<file path="src/rtl/cca_pkg.sv">
// Purpose: Shared constants and types for the channel access block
// Assumes: 40 MHz ref_clk, 2.4 GHz symbol time of 16 us
// Notes: Registers sit at byte address four times their index
package cca_pkg;
	// Register indices, byte address is index times four
	localparam logic [5:0] IDX_TX_MAC_CONTROL = 6'h11;
	localparam logic [5:0] IDX_TX_PENDING_LONG_IFS = 6'h21;
	localparam logic [5:0] IDX_TURNAROUND_TIME = 6'h27;
	localparam logic [5:0] IDX_SETTLE_AND_SHORT_IFS = 6'h2E;
	localparam logic [5:0] IDX_ACCESS_STATUS = 6'h30;

	// Reset values, nominal spacing split as part plus settle
	localparam logic [7:0] RST_TX_MAC_CONTROL = 8'h1C;
	localparam logic [7:0] RST_TX_PENDING_LONG_IFS = 8'h98;
	localparam logic [7:0] RST_TURNAROUND_TIME = 8'hA0;
	localparam logic [7:0] RST_SETTLE_AND_SHORT_IFS = 8'h2A;

	// Field positions
	localparam int NO_CSMA_BIT = 7;
	localparam int BATTERY_SAVING_EXT_BIT = 6;
	localparam int SLOTTED_BIT = 5;
	localparam int MIN_BACKOFF_EXP_MSB = 4;
	localparam int MIN_BACKOFF_EXP_LSB = 3;
	localparam int MAX_BACKOFF_COUNT_MSB = 2;
	localparam int MAX_BACKOFF_COUNT_LSB = 0;
	localparam int LONG_SPACING_PART_MSB = 7;
	localparam int LONG_SPACING_PART_LSB = 2;
	localparam int TURNAROUND_PART_MSB = 7;
	localparam int TURNAROUND_PART_LSB = 4;
	localparam int RF_SETTLE_PART_MSB = 7;
	localparam int RF_SETTLE_PART_LSB = 4;
	localparam int SHORT_SPACING_PART_MSB = 3;
	localparam int SHORT_SPACING_PART_LSB = 0;
	localparam logic [7:0] TURNAROUND_RSVD_MASK = 8'hF0;

	// Algorithm limits
	localparam logic [2:0] MAX_BACKOFF_COUNT_LIMIT = 3'h5;
	localparam logic [2:0] MAX_BE = 3'h5;
	localparam logic [2:0] BLE_BE = 3'h2;
	localparam logic [1:0] CW_INIT = 2'h2;
	localparam logic [6:0] SHORT_FRAME_MAX = 7'h12;
	localparam logic [15:0] LFSR_SEED = 16'hACE1; // Arbitrary seed

	// Timing: symbol time and backoff period length
	localparam int CLK_PERIOD_NS = 25;
	localparam int SYMBOL_NS = 16000;
	localparam int SYM_CYC = (SYMBOL_NS + CLK_PERIOD_NS - 1) / CLK_PERIOD_NS;
	localparam logic [9:0] SYM_LAST = 10'(SYM_CYC - 1);
	localparam logic [4:0] BOP_SYM_LAST = 5'h13; // 20 symbols per period

	// Frame kinds offered on the transmit port
	typedef enum logic [1:0] {
		KIND_DATA,
		KIND_ACK,
		KIND_BEACON,
		KIND_CMD
	} cca_kind_t;

	typedef enum logic [2:0] {
		ST_IDLE,
		ST_BACKOFF,
		ST_CCA,
		ST_TURN,
		ST_SEND,
		ST_ACKWAIT,
		ST_IFS
	} cca_state_t;
endpackage

</file>
<file path="src/rtl/cca_time_if.sv">
// Purpose: Ticks and interval timer signals inside the block
// Assumes: Single ref_clk domain
// Notes: Load is a one-cycle pulse from the core
`timescale 1ns/1ps
interface cca_time_if;
	logic symTick;
	logic bopTick;
	logic tmrLoad;
	logic [6:0] tmrValue;
	logic tmrDone;

	modport ticker (output symTick, output bopTick);
	modport timer (input tmrLoad, input tmrValue, output tmrDone);
	modport core (input symTick, input bopTick, input tmrDone,
		output tmrLoad, output tmrValue);
endinterface

</file>
<file path="src/rtl/cca_symbol_ticker.sv">
// Purpose: Free-running symbol and backoff period enables
// Assumes: ref_clk at 40 MHz
// Notes: Own phase, unrelated to any other node
`timescale 1ns/1ps
module cca_symbol_ticker
	import cca_pkg::*;
(
	// Clock and reset
	input wire logic ref_clk,
	input wire logic rst,
	// Tick outputs
	cca_time_if.ticker tk
);
	logic [9:0] cycQ_q, cycQ_d;
	logic [4:0] symQ_q, symQ_d;

	////////////////////////////////////////////////////////////////////
	// Divider next state
	always_comb begin
		cycQ_d = (cycQ_q == SYM_LAST) ? 10'h000 : cycQ_q + 10'h001;
		symQ_d = symQ_q;
		if (cycQ_q == SYM_LAST) begin
			symQ_d = (symQ_q == BOP_SYM_LAST) ? 5'h00 : symQ_q + 5'h01;
		end
	end

	always_ff @(posedge ref_clk) begin
		if (rst) begin
			cycQ_q <= 10'h000;
			symQ_q <= 5'h00;
		end else begin
			cycQ_q <= cycQ_d;
			symQ_q <= symQ_d;
		end
	end

	// Pulses last exactly one ref_clk cycle
	assign tk.symTick = (cycQ_q == SYM_LAST);
	assign tk.bopTick = (cycQ_q == SYM_LAST) && (symQ_q == BOP_SYM_LAST);
endmodule

</file>
<file path="src/rtl/cca_interval_timer.sv">
// Purpose: Symbol-count interval timer for spacing and turnaround
// Assumes: Load pulse carries a count of whole symbols
// Notes: Own prescaler restarts on load so no partial symbol is lost
`timescale 1ns/1ps
module cca_interval_timer
	import cca_pkg::*;
(
	// Clock and reset
	input wire logic ref_clk,
	input wire logic rst,
	// Timer control
	cca_time_if.timer tm
);
	logic [6:0] remQ_q, remQ_d;
	logic [9:0] preQ_q, preQ_d;

	////////////////////////////////////////////////////////////////////
	// Count whole symbols down to zero
	always_comb begin
		remQ_d = remQ_q;
		preQ_d = preQ_q;
		if (tm.tmrLoad) begin
			remQ_d = tm.tmrValue;
			preQ_d = 10'h000;
		end else if (remQ_q != 7'h00) begin
			if (preQ_q == SYM_LAST) begin
				preQ_d = 10'h000;
				remQ_d = remQ_q - 7'h01;
			end else begin
				preQ_d = preQ_q + 10'h001;
			end
		end
	end

	always_ff @(posedge ref_clk) begin
		if (rst) begin
			remQ_q <= 7'h00;
			preQ_q <= 10'h000;
		end else begin
			remQ_q <= remQ_d;
			preQ_q <= preQ_d;
		end
	end

	assign tm.tmrDone = (remQ_q == 7'h00);
endmodule

</file>
<file path="src/rtl/cca_csma_ifs.sv">
// Purpose: CSMA-CA channel access and interframe spacing control
// Assumes: Radio front end gives CCA results and end-of-frame pulses
// Notes: Registers reached over Avalon-MM, one wait state per access
`timescale 1ns/1ps
module cca_csma_ifs
	import cca_pkg::*;
(
	// Clock and reset
	input wire logic ref_clk,
	input wire logic rst,
	// Avalon-MM register slave
	input wire logic [7:0] avs_address,
	input wire logic avs_read,
	input wire logic avs_write,
	input wire logic [31:0] avs_writedata,
	input wire logic [3:0] avs_byteenable,
	output logic [31:0] avs_readdata,
	output logic avs_waitrequest,
	// Transmit request port
	input wire logic txReq,
	input wire logic [1:0] txKind,
	input wire logic [6:0] txLen,
	input wire logic txAckReq,
	output logic txReady,
	output logic txGo,
	output logic txFail,
	// Radio side
	input wire logic slotBoundary,
	output logic ccaReq,
	input wire logic ccaDone,
	input wire logic ccaClear,
	input wire logic txDone,
	input wire logic ackDone
);
	cca_time_if tif ();

	cca_symbol_ticker uTicker (
		.ref_clk(ref_clk),
		.rst(rst),
		.tk(tif.ticker)
	);

	cca_interval_timer uTimer (
		.ref_clk(ref_clk),
		.rst(rst),
		.tm(tif.timer)
	);

	////////////////////////////////////////////////////////////////////
	// Register file and bus slave
	logic [7:0] macCtrl_q, macCtrl_d;
	logic [7:0] pendLifs_q, pendLifs_d;
	logic [7:0] turnaround_part_q, turnaround_part_d;
	logic [7:0] settleSifs_q, settleSifs_d;
	logic ack_q, ack_d;
	logic [31:0] rdData_q, rdData_d;
	logic [7:0] rdMux;
	logic [7:0] statusByte;
	logic [5:0] regIdx;
	logic wrStb;
	logic [7:0] wrByte;

	assign regIdx = avs_address[7:2];
	assign wrByte = avs_writedata[7:0];
	// Write lands on the edge where waitrequest is low
	assign wrStb = avs_write && ack_q && avs_byteenable[0];
	assign avs_waitrequest = (avs_read || avs_write) && !ack_q;
	assign avs_readdata = rdData_q;

	// Read mux, unmapped addresses read zero
	always_comb begin
		if (regIdx == IDX_TX_MAC_CONTROL) begin
			rdMux = macCtrl_q;
		end else if (regIdx == IDX_TX_PENDING_LONG_IFS) begin
			rdMux = pendLifs_q;
		end else if (regIdx == IDX_TURNAROUND_TIME) begin
			rdMux = turnaround_part_q;
		end else if (regIdx == IDX_SETTLE_AND_SHORT_IFS) begin
			rdMux = settleSifs_q;
		end else if (regIdx == IDX_ACCESS_STATUS) begin
			rdMux = statusByte;
		end else begin
			rdMux = 8'h00;
		end
	end

	// Write decode and handshake next values
	always_comb begin
		macCtrl_d = macCtrl_q;
		pendLifs_d = pendLifs_q;
		turnaround_part_d = turnaround_part_q;
		settleSifs_d = settleSifs_q;
		ack_d = (avs_read || avs_write) && !ack_q;
		rdData_d = rdData_q;
		if (avs_read && !ack_q) begin
			rdData_d = {24'h000000, rdMux};
		end
		if (wrStb) begin
			if (regIdx == IDX_TX_MAC_CONTROL) begin
				macCtrl_d = wrByte;
				// Counts above the legal top are held at the top
				if (wrByte[MAX_BACKOFF_COUNT_MSB:MAX_BACKOFF_COUNT_LSB] >
					MAX_BACKOFF_COUNT_LIMIT) begin
					macCtrl_d[MAX_BACKOFF_COUNT_MSB:MAX_BACKOFF_COUNT_LSB] =
						MAX_BACKOFF_COUNT_LIMIT;
				end
			end else if (regIdx == IDX_TX_PENDING_LONG_IFS) begin
				pendLifs_d = wrByte;
			end else if (regIdx == IDX_TURNAROUND_TIME) begin
				turnaround_part_d = wrByte & TURNAROUND_RSVD_MASK;
			end else if (regIdx == IDX_SETTLE_AND_SHORT_IFS) begin
				settleSifs_d = wrByte;
			end
		end
	end

	always_ff @(posedge ref_clk) begin
		if (rst) begin
			macCtrl_q <= RST_TX_MAC_CONTROL;
			pendLifs_q <= RST_TX_PENDING_LONG_IFS;
			turnaround_part_q <= RST_TURNAROUND_TIME;
			settleSifs_q <= RST_SETTLE_AND_SHORT_IFS;
			ack_q <= 1'b0;
			rdData_q <= 32'h00000000;
		end else begin
			macCtrl_q <= macCtrl_d;
			pendLifs_q <= pendLifs_d;
			turnaround_part_q <= turnaround_part_d;
			settleSifs_q <= settleSifs_d;
			ack_q <= ack_d;
			rdData_q <= rdData_d;
		end
	end

	////////////////////////////////////////////////////////////////////
	// Derived settings
	logic slotted;
	logic batterySavingExt;
	logic [2:0] minBackoffExp;
	logic [2:0] maxBackoffCount;
	logic [6:0] shortIfs;
	logic [6:0] longIfs;
	logic [6:0] turnaround;
	logic [3:0] rfSettle;

	assign slotted = macCtrl_q[SLOTTED_BIT];
	// Only meaningful with slotted access
	assign batterySavingExt = macCtrl_q[BATTERY_SAVING_EXT_BIT] && slotted;
	assign minBackoffExp =
		{1'b0, macCtrl_q[MIN_BACKOFF_EXP_MSB:MIN_BACKOFF_EXP_LSB]};
	assign maxBackoffCount =
		macCtrl_q[MAX_BACKOFF_COUNT_MSB:MAX_BACKOFF_COUNT_LSB];
	assign rfSettle = settleSifs_q[RF_SETTLE_PART_MSB:RF_SETTLE_PART_LSB];
	assign shortIfs = 7'(settleSifs_q[SHORT_SPACING_PART_MSB:
		SHORT_SPACING_PART_LSB]) + 7'(rfSettle);
	assign longIfs = 7'(pendLifs_q[LONG_SPACING_PART_MSB:
		LONG_SPACING_PART_LSB]) + 7'(rfSettle);
	assign turnaround = 7'(turnaround_part_q[TURNAROUND_PART_MSB:
		TURNAROUND_PART_LSB]) + 7'(rfSettle);

	////////////////////////////////////////////////////////////////////
	// Channel access state machine
	cca_state_t state_q, state_d;
	logic [2:0] nb_q, nb_d;
	logic [2:0] be_q, be_d;
	logic [1:0] cw_q, cw_d;
	logic [4:0] boCnt_q, boCnt_d;
	logic [15:0] lfsr_q, lfsr_d;
	logic frmLong_q, frmLong_d;
	logic frmAck_q, frmAck_d;
	logic failLatch_q, failLatch_d;
	logic go_q, go_d;
	logic fail_q, fail_d;
	logic ccaReq_q, ccaReq_d;
	logic boTick;
	logic direct;
	logic [4:0] beMask;
	logic [2:0] beStart;
	logic [2:0] beInc;

	// Slotted backoff steps only on coordinator slot boundaries
	assign boTick = slotted ? slotBoundary : tif.bopTick;
	assign direct = (txKind == KIND_ACK) || (txKind == KIND_BEACON);
	// Acks and beacons may leave during spacing, data must wait
	assign txReady = (state_q == ST_IDLE) ||
		((state_q == ST_IFS) && direct);
	// Window for a retry draw, one step above the current exponent, held at MAX_BE
	assign beMask = ~(5'h1F << beInc);
	assign beStart = (batterySavingExt && minBackoffExp > BLE_BE) ?
		BLE_BE : minBackoffExp;
	assign beInc = (be_q >= MAX_BE) ? MAX_BE : be_q + 3'h1;
	assign txGo = go_q;
	assign txFail = fail_q;
	assign ccaReq = ccaReq_q;
	assign statusByte = {failLatch_q, nb_q, 1'b0, state_q};

	always_comb begin
		state_d = state_q;
		nb_d = nb_q;
		be_d = be_q;
		cw_d = cw_q;
		boCnt_d = boCnt_q;
		frmLong_d = frmLong_q;
		frmAck_d = frmAck_q;
		failLatch_d = failLatch_q;
		go_d = 1'b0;
		fail_d = 1'b0;
		ccaReq_d = ccaReq_q;
		tif.tmrLoad = 1'b0;
		tif.tmrValue = 7'h00;
		// Pseudo-random source for backoff draws
		lfsr_d = {lfsr_q[14:0],
			lfsr_q[15] ^ lfsr_q[13] ^ lfsr_q[12] ^ lfsr_q[10]};
		if (txReq && txReady) begin
			frmLong_d = (txLen > SHORT_FRAME_MAX);
			frmAck_d = txAckReq && !direct;
			if (direct) begin
				go_d = 1'b1;
				state_d = ST_SEND;
			end else begin
				nb_d = 3'h0;
				be_d = beStart;
				cw_d = CW_INIT;
				boCnt_d = lfsr_q[4:0] & ~(5'h1F << beStart);
				failLatch_d = 1'b0;
				state_d = ST_BACKOFF;
			end
		end else begin
			case (state_q)
				ST_BACKOFF: begin
					if (boCnt_q == 5'h00 && (!slotted || boTick)) begin
						ccaReq_d = 1'b1;
						state_d = ST_CCA;
					end else if (boTick) begin
						boCnt_d = boCnt_q - 5'h01;
					end
				end
				ST_CCA: begin
					if (ccaDone) begin
						ccaReq_d = 1'b0;
						if (ccaClear) begin
							if (slotted && cw_q > 2'h1) begin
								// Second clear check at the next boundary
								cw_d = cw_q - 2'h1;
								boCnt_d = 5'h00;
								state_d = ST_BACKOFF;
							end else begin
								tif.tmrLoad = 1'b1;
								tif.tmrValue = turnaround;
								state_d = ST_TURN;
							end
						end else if (nb_q >= maxBackoffCount) begin
							fail_d = 1'b1;
							failLatch_d = 1'b1;
							state_d = ST_IDLE;
						end else begin
							nb_d = nb_q + 3'h1;
							be_d = beInc;
							cw_d = CW_INIT;
							boCnt_d = lfsr_q[4:0] & beMask;
							state_d = ST_BACKOFF;
						end
					end
				end
				ST_TURN: begin
					if (tif.tmrDone) begin
						go_d = 1'b1;
						state_d = ST_SEND;
					end
				end
				ST_SEND: begin
					if (txDone) begin
						if (frmAck_q) begin
							state_d = ST_ACKWAIT;
						end else begin
							tif.tmrLoad = 1'b1;
							tif.tmrValue = frmLong_q ? longIfs : shortIfs;
							state_d = ST_IFS;
						end
					end
				end
				ST_ACKWAIT: begin
					// Spacing counts from the end of the acknowledgment
					if (ackDone) begin
						tif.tmrLoad = 1'b1;
						tif.tmrValue = frmLong_q ? longIfs : shortIfs;
						state_d = ST_IFS;
					end
				end
				ST_IFS: begin
					if (tif.tmrDone) begin
						state_d = ST_IDLE;
					end
				end
				default: begin
					state_d = ST_IDLE;
				end
			endcase
		end
	end

	always_ff @(posedge ref_clk) begin
		if (rst) begin
			state_q <= ST_IDLE;
			nb_q <= 3'h0;
			be_q <= 3'h0;
			cw_q <= 2'h0;
			boCnt_q <= 5'h00;
			lfsr_q <= LFSR_SEED;
			frmLong_q <= 1'b0;
			frmAck_q <= 1'b0;
			failLatch_q <= 1'b0;
			go_q <= 1'b0;
			fail_q <= 1'b0;
			ccaReq_q <= 1'b0;
		end else begin
			state_q <= state_d;
			nb_q <= nb_d;
			be_q <= be_d;
			cw_q <= cw_d;
			boCnt_q <= boCnt_d;
			lfsr_q <= lfsr_d;
			frmLong_q <= frmLong_d;
			frmAck_q <= frmAck_d;
			failLatch_q <= failLatch_d;
			go_q <= go_d;
			fail_q <= fail_d;
			ccaReq_q <= ccaReq_d;
		end
	end
endmodule

</file>
<file path="config.mk">
export PLATFORM = sky130hd
export DESIGN_NAME = cca_csma_ifs
export DESIGN_NICKNAME = d
export VERILOG_FILES = /design/src/rtl/cca_pkg.sv /design/src/rtl/cca_time_if.sv /design/src/rtl/cca_symbol_ticker.sv /design/src/rtl/cca_interval_timer.sv /design/src/rtl/cca_csma_ifs.sv
export SDC_FILE = /design/constraint.sdc
export NUM_CORES = 1
export LEC_CHECK = 0
export BUFFER_PORTS_ARGS = -buffer_cell sky130_fd_sc_hd__buf_2
export CORE_MARGIN = 1
export CORE_UTILIZATION = 46
export DETAILED_ROUTE_END_ITERATION = 10
export HOLD_SLACK_MARGIN = 0.08
export PLACE_DENSITY = 0.68
export RECOVER_POWER = 50
export SYNTH_ARGS = -nofsm -noshare
export SYNTH_HDL_FRONTEND = slang
export SYNTH_SLANG_ARGS = --single-unit
</file>
<file path="constraint.sdc">
create_clock -name ref_clk -period 4.2 [get_ports ref_clk]
set_input_delay 0.84 -clock ref_clk [delete_from_list [all_inputs] [get_ports ref_clk]]
set_output_delay 0.84 -clock ref_clk [all_outputs]
set_load 0.01 [all_outputs]
</file>
=== After elaboration in Yosys (flattened, before gate mapping) ===
Cells that the tools add are included.

* Output and inout port bits: 37
* Register bits: 107
* Input port bits: 64

* Reduce and logical (&&, ||, !) cells: 44
* Bitwise operators: 13
* Equal/unequal tests: 33
* Muxes and demuxes: 86
* Add/subtract/negate cells: 11
* Shifts and indexed selects: 2
* Order comparisons: 6

{| class="wikitable"
|+ Operator list
! operator !! count
|-
| 3-bit two-way mux || 23
|-
| 5-bit two-way mux || 12
|-
| 7-bit two-way mux || 8
|-
| 8-bit two-way mux || 5
|-
| 6-bit == test (second input constant) || 4
|-
| 3-bit inequality test (second input constant) || 8
|-
| 1-bit two-way mux || 22
|-
| 7-bit one-hot mux with 3 select lines || 1
|-
| 10-bit by 1-bit adder with 10-bit output (second input constant) || 2
|-
| 10-bit == test (second input constant) || 2
|-
| 2-bit two-way mux || 10
|-
| 5-bit AND reduction || 4
|-
| 3-bit one-hot mux with 6 select lines || 1
|-
| 1-bit logical AND || 12
|-
| 2-bit nonzero test || 6
|-
| 4-bit by 4-bit adder with 5-bit output || 2
|-
| 5-bit bitwise AND || 2
|-
| 10-bit two-way mux || 1
|-
| 5-bit inverter || 2
|-
| 5-bit one-hot mux with 2 select lines || 1
|-
| 3-bit == test (second input constant) || 3
|-
| 2-bit inequality test (second input constant) || 4
|-
| 4-bit inequality test (second input constant) || 2
|-
| 4-bit AND reduction || 2
|-
| 40 further kinds || 56
|}

=== Depth between registers and ports, before layout ===
Gate-level depths: netlist of run 1.

* Word-level depth: 10
* Depth in mapped cells: 8
* Gate-level depth less buffers: 8

=== By module ===
A second synthesis of run 1 with hierarchy kept.

* Cell total of the unflattened synthesis: 714
* Area total of the unflattened synthesis: 6,217.2 um^2

{| class="wikitable"
|+ Modules (own cells, without submodules)
! module !! times used !! cells an instance !! area an instance (um^2)
|-
| cca_csma_ifs || 1 || 523 || 4,526.8
|-
| cca_interval_timer || 1 || 116 || 968.4
|-
| cca_symbol_ticker || 1 || 75 || 721.9
|}

=== Worst setup path before layout of run 1 ===
Ideal clock, no wire load.

* Path type: input to output
* Start point: input port txKind[1]
* End point: output port txReady
* Slack: 1.928 ns
* Arrival time: 1.432 ns
* Path buffers: 0
* Cell stages on the path: 3
* Path through: xor2_1 > nand3_1 > a21oi_1

* Cells in the longest elaborated chain, start to end: 4
* Elaborated cells between the ends (all ways): 5
* Those cells by class: eq/ne (2); reduce/logical (3)

{| class="wikitable"
|+ Ends and longest elaborated chain
! element !! line !! RTL
|-
| from (decl) || cca_csma_ifs.sv:21 || <nowiki>input wire logic [1:0] txKind,</nowiki>
|-
| 2-bit by 1-bit == test with 1-bit output / 2-bit == test (equally long branches) || cca_csma_ifs.sv:183 || <nowiki>assign direct = (txKind == KIND_ACK) || (txKind == KIND_BEACON);</nowiki>
|-
| 1-bit logical OR * || cca_csma_ifs.sv:183 ||
|-
| 1-bit logical AND * || cca_csma_ifs.sv:186 || <nowiki>((state_q == ST_IFS) && direct);</nowiki>
|-
| 1-bit logical OR * || cca_csma_ifs.sv:185 || <nowiki>assign txReady = (state_q == ST_IDLE) ||</nowiki>
|-
| to (decl) || cca_csma_ifs.sv:24 || <nowiki>output logic txReady,</nowiki>
|}

Mark *: on every way between the ends. The rest lies on a longest branch, timed or not.

=== Worst setup path in the final report of run 1 ===
* Start point: register state_q[2]
* End point: register uTimer.preQ_q[4]

* Cells in the longest elaborated chain, start to end: 6
* Elaborated cells between the ends (all ways): 11
* Those cells by class: eq/ne (4); mux (2); reduce/logical (5)

{| class="wikitable"
|+ Ends and longest elaborated chain
! element !! line !! RTL
|-
| from (decl) || cca_csma_ifs.sv:163 || <nowiki>cca_state_t state_q, state_d;</nowiki>
|-
| from (signal assigned) || cca_csma_ifs.sv:317 || <nowiki>state_q <= state_d;</nowiki>
|-
| 3-bit == test || cca_csma_ifs.sv:186 ||
|-
| 1-bit logical AND || cca_csma_ifs.sv:186 ||
|-
| 1-bit logical OR || cca_csma_ifs.sv:185 ||
|-
| 1-bit logical AND || cca_csma_ifs.sv:214 || <nowiki>if (txReq && txReady) begin</nowiki>
|-
| 1-bit two-way mux * || cca_csma_ifs.sv:214 ||
|-
| 2-bit OR reduction (no source line) * || -- ||
|-
| to (signal assigned) || cca_interval_timer.sv:41 || <nowiki>preQ_q <= preQ_d;</nowiki>
|-
| to (decl) || cca_interval_timer.sv:15 || <nowiki>logic [9:0] preQ_q, preQ_d;</nowiki>
|}

Marks and branches as above.
A chain may end at the register's enable or synchronous reset.

==> flow_summary.toml, run 1 <==
[synthesis]
async_flop_share_pct = 0
ys_seq_elements = 107
synth_top_area_cell = "dfxtp_1"
synth-edff-count = 0
syn_avg_cell_area_um2 = 8.71
syn-cell-area_um2 = 5850
synthFlopType = "dfxtp_1"
ys.warnings.count = 0
yosysUniqueCellTypes = 79
synth_area_leaders = "dfxtp_1 37%, ha_1 5.6%, nor2_1 4.0%"
seq_area_frac_synth_pct = 36.6
syn-instance-count = 672
synth_top_area_share_pct = 36.6

[setup_path]
worstPathArrival_ns = 3.13
endpoint_kind = "flip-flop"
cp.required_ns = 4.44
rrSetupSlack_ns = 1.31
cp-start-kind = "flip-flop"
crit_fanout = 20
path_class = "flip-flop to flip-flop"

[floorplan]
die-area_um2 = 13200
die_w_um = 115
coreArea_um2 = 12200
num_io_pins = 101
initial_core_util_pct = 47.9
die_height_um = 115
core.rowCount = 40

[clocking]
clk_latency_ns = 0.36
htree_levels = 3
post_cts_buffers = 0
cts_buffers = 9
clk_pin_slew_worst_paths_ns = 0.07
cts_root_buf = "clkbuf_16"
clock_sinks = 107
cts_resized = 0
cts_buffer_depth = 2
tritoncts = "done"
ctsHoldBuffers = 0

[global_routing]
grt_antenna_before_repair = 0
grt_max_degree = 75
grt_pass1_wl_um = 22400
grt_usage_pct = 21.7
globalRouteOverflowTotal = 0
grt_pass1_vias = 4593

[placement]
placed_cell_area_um2 = 6030
dp_hpwl_um = 9790
gp_congestion = 0.845
port_buffers = 47

[layout]
drive_gt1_share_pct = 11.7
final_nets = 788
area_growth_pct = 8.06
n_antenna_cell = 0
finalInstanceArea_um2 = 6320

[detailed_routing]
routed_wl_um = 13500
drt-initial-drc-count = 350
antenna_left = 0
vias = 4863
wire_per_inst_um = 15.6
vias_per_cell = 5.60
remaining_drc_errors = 0
first_pass_iters = 5

[pwr]
cellPowerDensity_nw_per_um2 = 377
vdd_drop_max_v = 0.000260
p_leak_nw = 2.45

[timing]
rsz0062_at_grt = "no"
finalHoldViolations = 0
tns_ns = 0
final_max_slew_viol_count = 0
setup_violations = 0
clock.fmax_mhz = 346
min_period_ns = 2.89
finClkSkew_ns = 0.00994
tightest_slew_ns = 1.50
period_share_pct = 68.8
relSlewSlack_pct = 0.286

[status]
violations = "capacitance limit"
status = "complete, but fails checks"

[min_path]
hold_class = "flip-flop to flip-flop"

[job]
cap_violations = 1
[per-stage QoR]
| stage | hold WS [ns] | std cells | setup WS [ns] | power (W) | util, % |
|---|---|---|---|---|---|
| after global routing | 0.432 | 868 | 0.988 | 0.00249 | 51.8 |
| after floorplan | 0.389 | 695 | 1.93 | 0.00143 | - |
| after global placement | 0.396 | 852 | 1.53 | 0.00150 | 49.4 |
| after detailed placement | 0.399 | 852 | 1.45 | 0.00151 | 49.4 |
| final | 0.421 | 868 | 1.31 | 0.00239 | 51.8 |
| after CTS | 0.419 | 868 | 1.60 | 0.00240 | 52.0 |
[state kept, by name (all words and copies together), names as in the netlist, 2 cells and up]
signal and flops:
avs_readdata 8, be_q 3, boCnt_q 5, cw_q 2, lfsr_q 16, macCtrl_q 8, nb_q 3, pendLifs_q 8
settleSifs_q 8, state_q 3, turnaround_part_q 4, uTicker.cycQ_q 10, uTicker.symQ_q 5, uTimer.preQ_q 10, uTimer.remQ_q 7
[layout by cell type, fill, tap and decap left out, types with 12 or more instances in the layout]
cell	synthesis	routed
a21oi_1	35	35
a22oi_1	12	12
buf_2	4	33
clkbuf_1	22	14
conb_1	1	24
dfxtp_1	107	107
ha_1	26	26
inv_1	21	22
mux2i_1	17	17
nand2_1	59	59
nand3_1	38	38
nor2_1	63	63
nor2b_1	19	19
nor3_1	16	16
xnor2_1	17	17
xor2_1	20	20
[report_power, final]
group | leakage, nW | internal [W] | switching, W
Clock | 0.150 | 0.000490 | 0.000407
Sequential | 0.872 | 0.00106 | 0.0000612
Combinational | 1.43 | 0.000149 | 0.000216
[layer usage]
layer	vias up	GRT usage, %	part of all wire (%)
li1	2399	-	-
met1	2305	27.8	46
met2	145	36.3	47
met3	14	4.90	5.6
met4	0	6.67	1.1
met5	-	0	0
[worst max-delay path, stage by stage (launching register included)]
cell	delay (ns)
dfxtp_1	0.87
nor2b_1	0.26
a21boi_0	0.77
a21o_1	0.42
or3_1	0.39
nor2_2	0.07
[cell families after synthesis]
family | Yosys count | synth area share, %
and+or+nand+nor | 262 | 23.6
AOI/OAI and AO/OA | 137 | 17.0
DFF | 107 | 36.6
buffers and inverters | 81 | 7.55
xor gates and xnor gates | 37 | 5.54
adders and majority gates | 29 | 6.58
muxes | 18 | 3.10
other | 1 | 0.0641
[final timing paths]
kind              start          endpoint  depth (start not counted)
min reg2reg  lfsr_q[14]        lfsr_q[15]                          1
max reg2reg  state_q[2]  uTimer.preQ_q[4]                          5
min          lfsr_q[14]        lfsr_q[15]                          1
max          state_q[2]  uTimer.preQ_q[4]                          5
[cells in the mapped netlist, types with 8 or more instances]
library cell,number
nor2b_1,19
dfxtp_1,107
nand3_1,38
a211oi_1,8
a22oi_1,12
or2_2,10
nor2_1,63
ha_1,26
xnor2_1,17
buf_4,25
a31oi_1,10
inv_1,21
a21oi_1,35
mux2i_1,17
xor2_1,20
nand2_1,59
nor3_1,16
clkbuf_1,22
o21ai_0,10
[final cells by class]
cell class                 count  area [um2]
clock buffer                  10         239
tap                          168         210
timing repair buffer          48         223
clock inverter                 6        81.3
fill                        1178        5890
multi-input combinational    507        3350
sequential                   107        2140
inverter                      22        82.6
No activity file was read; power rests on OpenSTA's default activity.
==> run 2: changes to the inputs <==
- clock period: 4.2 -> 2.95 ns (I/O delays scaled with it)
==> flow_summary.toml, run 2 (synthesized netlist as in run 1, its figures left out) <==
[layout]
largest_reg_flops = 16
area_growth_pct = 9.64
final_nets = 800
reg.largest.list = "lfsr_q: 16 flops, uTicker.cycQ_q: 10 flops, uTimer.preQ_q: 10 flops"
layout_common_cells = "107 x dfxtp_1, 63 x nor2_1, 59 x nand2_1"
n_antenna_cell = 0
top_register = "lfsr_q"
drive_gt1_share_pct = 13.3
final_common_cell = "dfxtp_1"
postLayoutCoreUtil_pct = 52.6

[pwr]
p_leak_nw = 2.51
vdd_drop_max_v = 0.000429
sw_frac_of_total_pct = 28.6
cellPowerDensity_nw_per_um2 = 531
power_frac_seq_pct = 46.6
p_sw_w = 0.000975
comb_power_share_pct = 16.1
p_int_w = 0.00243
clockPowerShare_pct = 37.3

[min_path]
hold_depth = 1
timing.hold.worst_endpoint = "lfsr_q[15]"
hold_class = "flip-flop to flip-flop"
hp-start = "lfsr_q[14]"

[clocking]
cts_root_buf = "clkbuf_16"
htree_levels = 3
cts_buffers = 9
cts_resized = 0
tritoncts = "done"
clk_pin_slew_worst_paths_ns = 0.07
ctsHoldBuffers = 0
post_cts_buffers = 0
clock_sinks = 107
cts_buffer_depth = 2
clk_latency_ns = 0.35

[setup_path]
cpMostUsedCell = "a211oi_1"
crit_chain = "clkbuf_1 > nor3b_1 > a21oi_1 > a31o_2 > o211ai_2 > a211oi_1 > a211oi_1"
r2r-end = "boCnt_q[1]"
crit_cells = 7
critPathTopFamily = "compound AO/OA/AOI/OAI gates"
r2r_start = "state_q[0]"
cp-start-kind = "flip-flop"
crit_fanout = 12
crit_buf_inv = 1
rrSetupSlack_ns = 0.67
rr_worst_depth = 7
slowest_stage = "dfxtp_1"
worstPathArrival_ns = 2.55
endpoint_kind = "flip-flop"
slowest_delay_ns = 0.56
cp.required_ns = 3.22
path_class = "flip-flop to flip-flop"

[global_routing]
grt_pass1_wl_um = 22900
grt_antenna_before_repair = 0
grt_pass1_vias = 4655
grt_usage_pct = 22.3
grt_max_degree = 45
globalRouteOverflowTotal = 0

[floorplan]
coreArea_um2 = 12200
num_io_pins = 101
core.rowCount = 40
die-area_um2 = 13200
initial_core_util_pct = 47.9
die_w_um = 115
die_height_um = 115

[timing]
final_max_slew_viol_count = 0
setup_violations = 0
min_period_ns = 2.28
tns_ns = 0
relSlewSlack_pct = 4.60
period_share_pct = 77.2
finClkSkew_ns = 0.00698
fin_ws_ns = 0.673
tightest_slew_ns = 1.43
finalHoldViolations = 0
rsz0062_at_grt = "no"
clock.fmax_mhz = 439

[placement]
port_buffers = 47
gp_congestion = 0.872
dp_hpwl_um = 10200
post-place-ws_ns = 0.606

[detailed_routing]
wire_per_inst_um = 15.6
first_pass_iters = 5
drt-initial-drc-count = 354
antenna_left = 0
vias_per_cell = 5.57
remaining_drc_errors = 0
vias = 4899
routed_wl_um = 13700

[status]
status = "finished, final reports clean"

[job]
cap_violations = 0
## run 2: changes by cell type in the layout (fill, tap and decap cells not counted)
cell and change:
clkbuf_2 -1, o211ai_2 +1, inv_1 -1, clkinv_4 +1, clkbuf_1 +2, buf_4 +10, a21boi_0 -1, buf_2 +1
o211ai_1 -1, clkinvlp_4 -1, inv_2 +1, a21boi_2 +1
## run 2: routing by layer
layer / global-route usage [%] / wire length [um]
met4: 5.11 / 123
met1: 28.9 / 6190
met5: 0 / 0
met3: 5.32 / 848
met2: 37.6 / 6560
## run 2: metrics by stage
stage	hold slack [ns]	cells	cell area (um2)	power, W
global placement	0.397	864	6120	0.00215
finish	0.422	880	6420	0.00341
floorplan	0.389	695	5940	0.00204
detailed placement	0.403	864	6120	0.00217
global route	0.441	880	6420	0.00358
CTS	0.425	880	6440	0.00344
## run 2: area by class of cell
class | count | area, um2
Fill cell | 1167 | 5790
Timing Repair Buffer | 60 | 305
Tap cell | 168 | 210
Inverter | 22 | 82.6
Sequential cell | 107 | 2140
Clock buffer | 10 | 239
Clock inverter | 6 | 82.6
Multi-Input combinational cell | 507 | 3360
## run 2: worst max path at each step
stage                         startpoint                   end  slack [ns]
after global routing          state_q[0]            boCnt_q[1]        0.45
final                         state_q[0]            boCnt_q[1]        0.67
after detailed placement  avs_address[6]  turnaround_part_q[5]        0.61
after CTS                        nb_q[0]            boCnt_q[1]        0.73
after floorplan           avs_address[6]       settleSifs_q[1]        1.01
after global placement    avs_address[6]  turnaround_part_q[5]        0.67
## run 2: worst register-to-register path, delay by kind of cell, from the launching register on
family	cells	cell delay, ns
AOI/OAI and AO/OA	5	0.83
and+or+nand+nor	1	0.34
buffers and inverters	1	0.48
DFF	1	0.56
## run 2: power by group through the flow
stage                     sequential, W  clock (W)  combinational [W]
after floorplan                 0.00159          0           0.000448
final                           0.00159    0.00127           0.000548
after global placement          0.00162          0           0.000534
after CTS                       0.00159    0.00131           0.000551
after detailed placement        0.00162          0           0.000549
after global routing            0.00160    0.00137           0.000613
==> run 3: changes to the inputs <==
- clock period: 2.95 -> 2.2 ns (I/O delays scaled with it)
==> flow_summary.toml, run 3 (synthesized netlist as in run 1, its figures left out) <==
[layout]
final_common_cell = "dfxtp_1"
n_antenna_cell = 0
drive_gt1_share_pct = 15.0
final_nets = 815
area_growth_pct = 11.6
largest_reg_flops = 16
layout_common_cells = "107 x dfxtp_1, 63 x nor2_1, 59 x nand2_1"
reg.largest.list = "lfsr_q: 16 flops, uTicker.cycQ_q: 10 flops, uTimer.preQ_q: 10 flops"
top_register = "lfsr_q"

[detailed_routing]
vias_per_cell = 5.46
drt-initial-drc-count = 274
remaining_drc_errors = 0
first_pass_iters = 5
routed_wl_um = 14000
vias = 4887
wire_per_inst_um = 15.7
antenna_left = 0

[setup_path]
path_class = "flip-flop to flip-flop"
rrSetupSlack_ns = 0.18
r2r_start = "state_q[0]"
worstPathArrival_ns = 2.27
rr_worst_depth = 8
crit_fanout = 13
r2r-end = "nb_q[2]"
crit_chain = "buf_4 > nor4b_4 > a21oi_2 > buf_4 > o32ai_4 > nand2_1 > xor2_1 > nor2_1"
cpMostUsedCell = "buf_4"
cp.required_ns = 2.45
slowest_stage = "dfxtp_1"
slowest_delay_ns = 0.43
cp-start-kind = "flip-flop"
crit_start = "state_q[0]"
endpoint_kind = "flip-flop"

[global_routing]
grt_antenna_before_repair = 0
grt_pass1_vias = 4721
grt_max_degree = 43
grt_pass1_wl_um = 23200
globalRouteOverflowTotal = 0
grt_usage_pct = 22.5

[pwr]
sw_frac_of_total_pct = 28.5
total_power_w = 0.00460
comb_power_share_pct = 17.5
p_sw_w = 0.00131
cellPowerDensity_nw_per_um2 = 704
clockPowerShare_pct = 36.5
power_frac_seq_pct = 46.1
p_int_w = 0.00329
vdd_drop_max_v = 0.000682
p_leak_nw = 2.59

[floorplan]
die_height_um = 115
num_io_pins = 101
die_w_um = 115
die-area_um2 = 13200
core.rowCount = 40
initial_core_util_pct = 47.9
coreArea_um2 = 12200

[clocking]
htree_levels = 3
clk_latency_ns = 0.36
post_cts_buffers = 0
tritoncts = "done"
cts_root_buf = "clkbuf_16"
clock_sinks = 107
cts_buffers = 9
clk_pin_slew_worst_paths_ns = 0.07
cts_buffer_depth = 2

[min_path]
hold_class = "primary input to flip-flop"
hold_depth = 3
timing.hold.worst_endpoint = "frmAck_q"
hp-start = "txAckReq"

[timing]
min_period_ns = 2.02
relSlewSlack_pct = -1.51
rsz0062_at_grt = "no"
tightest_slew_ns = 1.52
fin_ws_ns = 0.182
whs_ns = 0.343
final_max_slew_viol_count = 32
period_share_pct = 91.7
setup_violations = 0
tns_ns = 0
finClkSkew_ns = 0.0103
clock.fmax_mhz = 496
finalHoldViolations = 0

[job]
cap_violations = 1

[placement]
gp_congestion = 0.849
dp_hpwl_um = 10500
post-place-ws_ns = 0.155
port_buffers = 47

[status]
status = "complete, but fails checks"
violations = "capacitance limit, slew limit"
run 3: cell types whose count changed in the layout (fill, tap and decap cells not counted), sizes merged:
cell      previous run  this run
buf                 44        58
clkbuf              26        28
clkinvlp             1         0
run 3: layout make-up:
class | instances | area, um2
clock inverter | 5 | 67.6
clock buffer | 11 | 243
timing repair buffer | 75 | 417
sequential | 107 | 2140
fill | 1169 | 5680
inverter | 22 | 82.6
multi-input combinational | 507 | 3370
tap | 168 | 210
run 3: what timing repair did:
action | 4_1_cts | 5_1_grt
gates resized for setup | 0 | 2
endpoints found under the setup margin | 0 | 4
hold buffers | 0 | 0
run 3: critical path: cells and delay by family (launching register included):
kind | cells | cell delay (ns)
DFF | 1 | 0.43
AOI/OAI and AO/OA | 2 | 0.39
xor gates and xnor gates | 1 | 0.15
and+or+nand+nor | 3 | 0.51
buffers and inverters | 2 | 0.43
run 3: worst max-delay path by stage:
| stage | endpoint | slack (ns) | cells past startpoint |
|---|---|---|---|
| finish | nb_q[2] | 0.18 | 8 |
| CTS | boCnt_q[1] | 0.14 | 8 |
| detailed placement | settleSifs_q[1] | 0.15 | 6 |
| floorplan | uTimer.remQ_q[4] | 0.38 | 7 |
| global route | nb_q[1] | 0.009 | 8 |
| global placement | boCnt_q[1] | 0.21 | 8 |
run 3: per-layer routing:
metal | routed length (um) | track usage (%)
met1 | 6320 | 28.5
met2 | 6750 | 37.8
met3 | 775 | 6.17
met4 | 171 | 5.97
met5 | 0 | 0
run 3: per-stage QoR:
step,cell area (um2),utilization (%),std cells
after floorplan,5940,-,695
after global placement,6240,51.1,879
after detailed placement,6240,51.1,879
after CTS,6550,53.6,895
after global routing,6530,53.5,895
final,6530,53.5,895
run 3: power by group through the flow:
stage,registers (W),clock network (W),logic [W]
after floorplan,0.00213,0,0.000601
after global placement,0.00216,0,0.000765
after detailed placement,0.00216,0,0.000789
after CTS,0.00212,0.00171,0.000796
after global routing,0.00213,0.00180,0.000889
final,0.00212,0.00168,0.000803
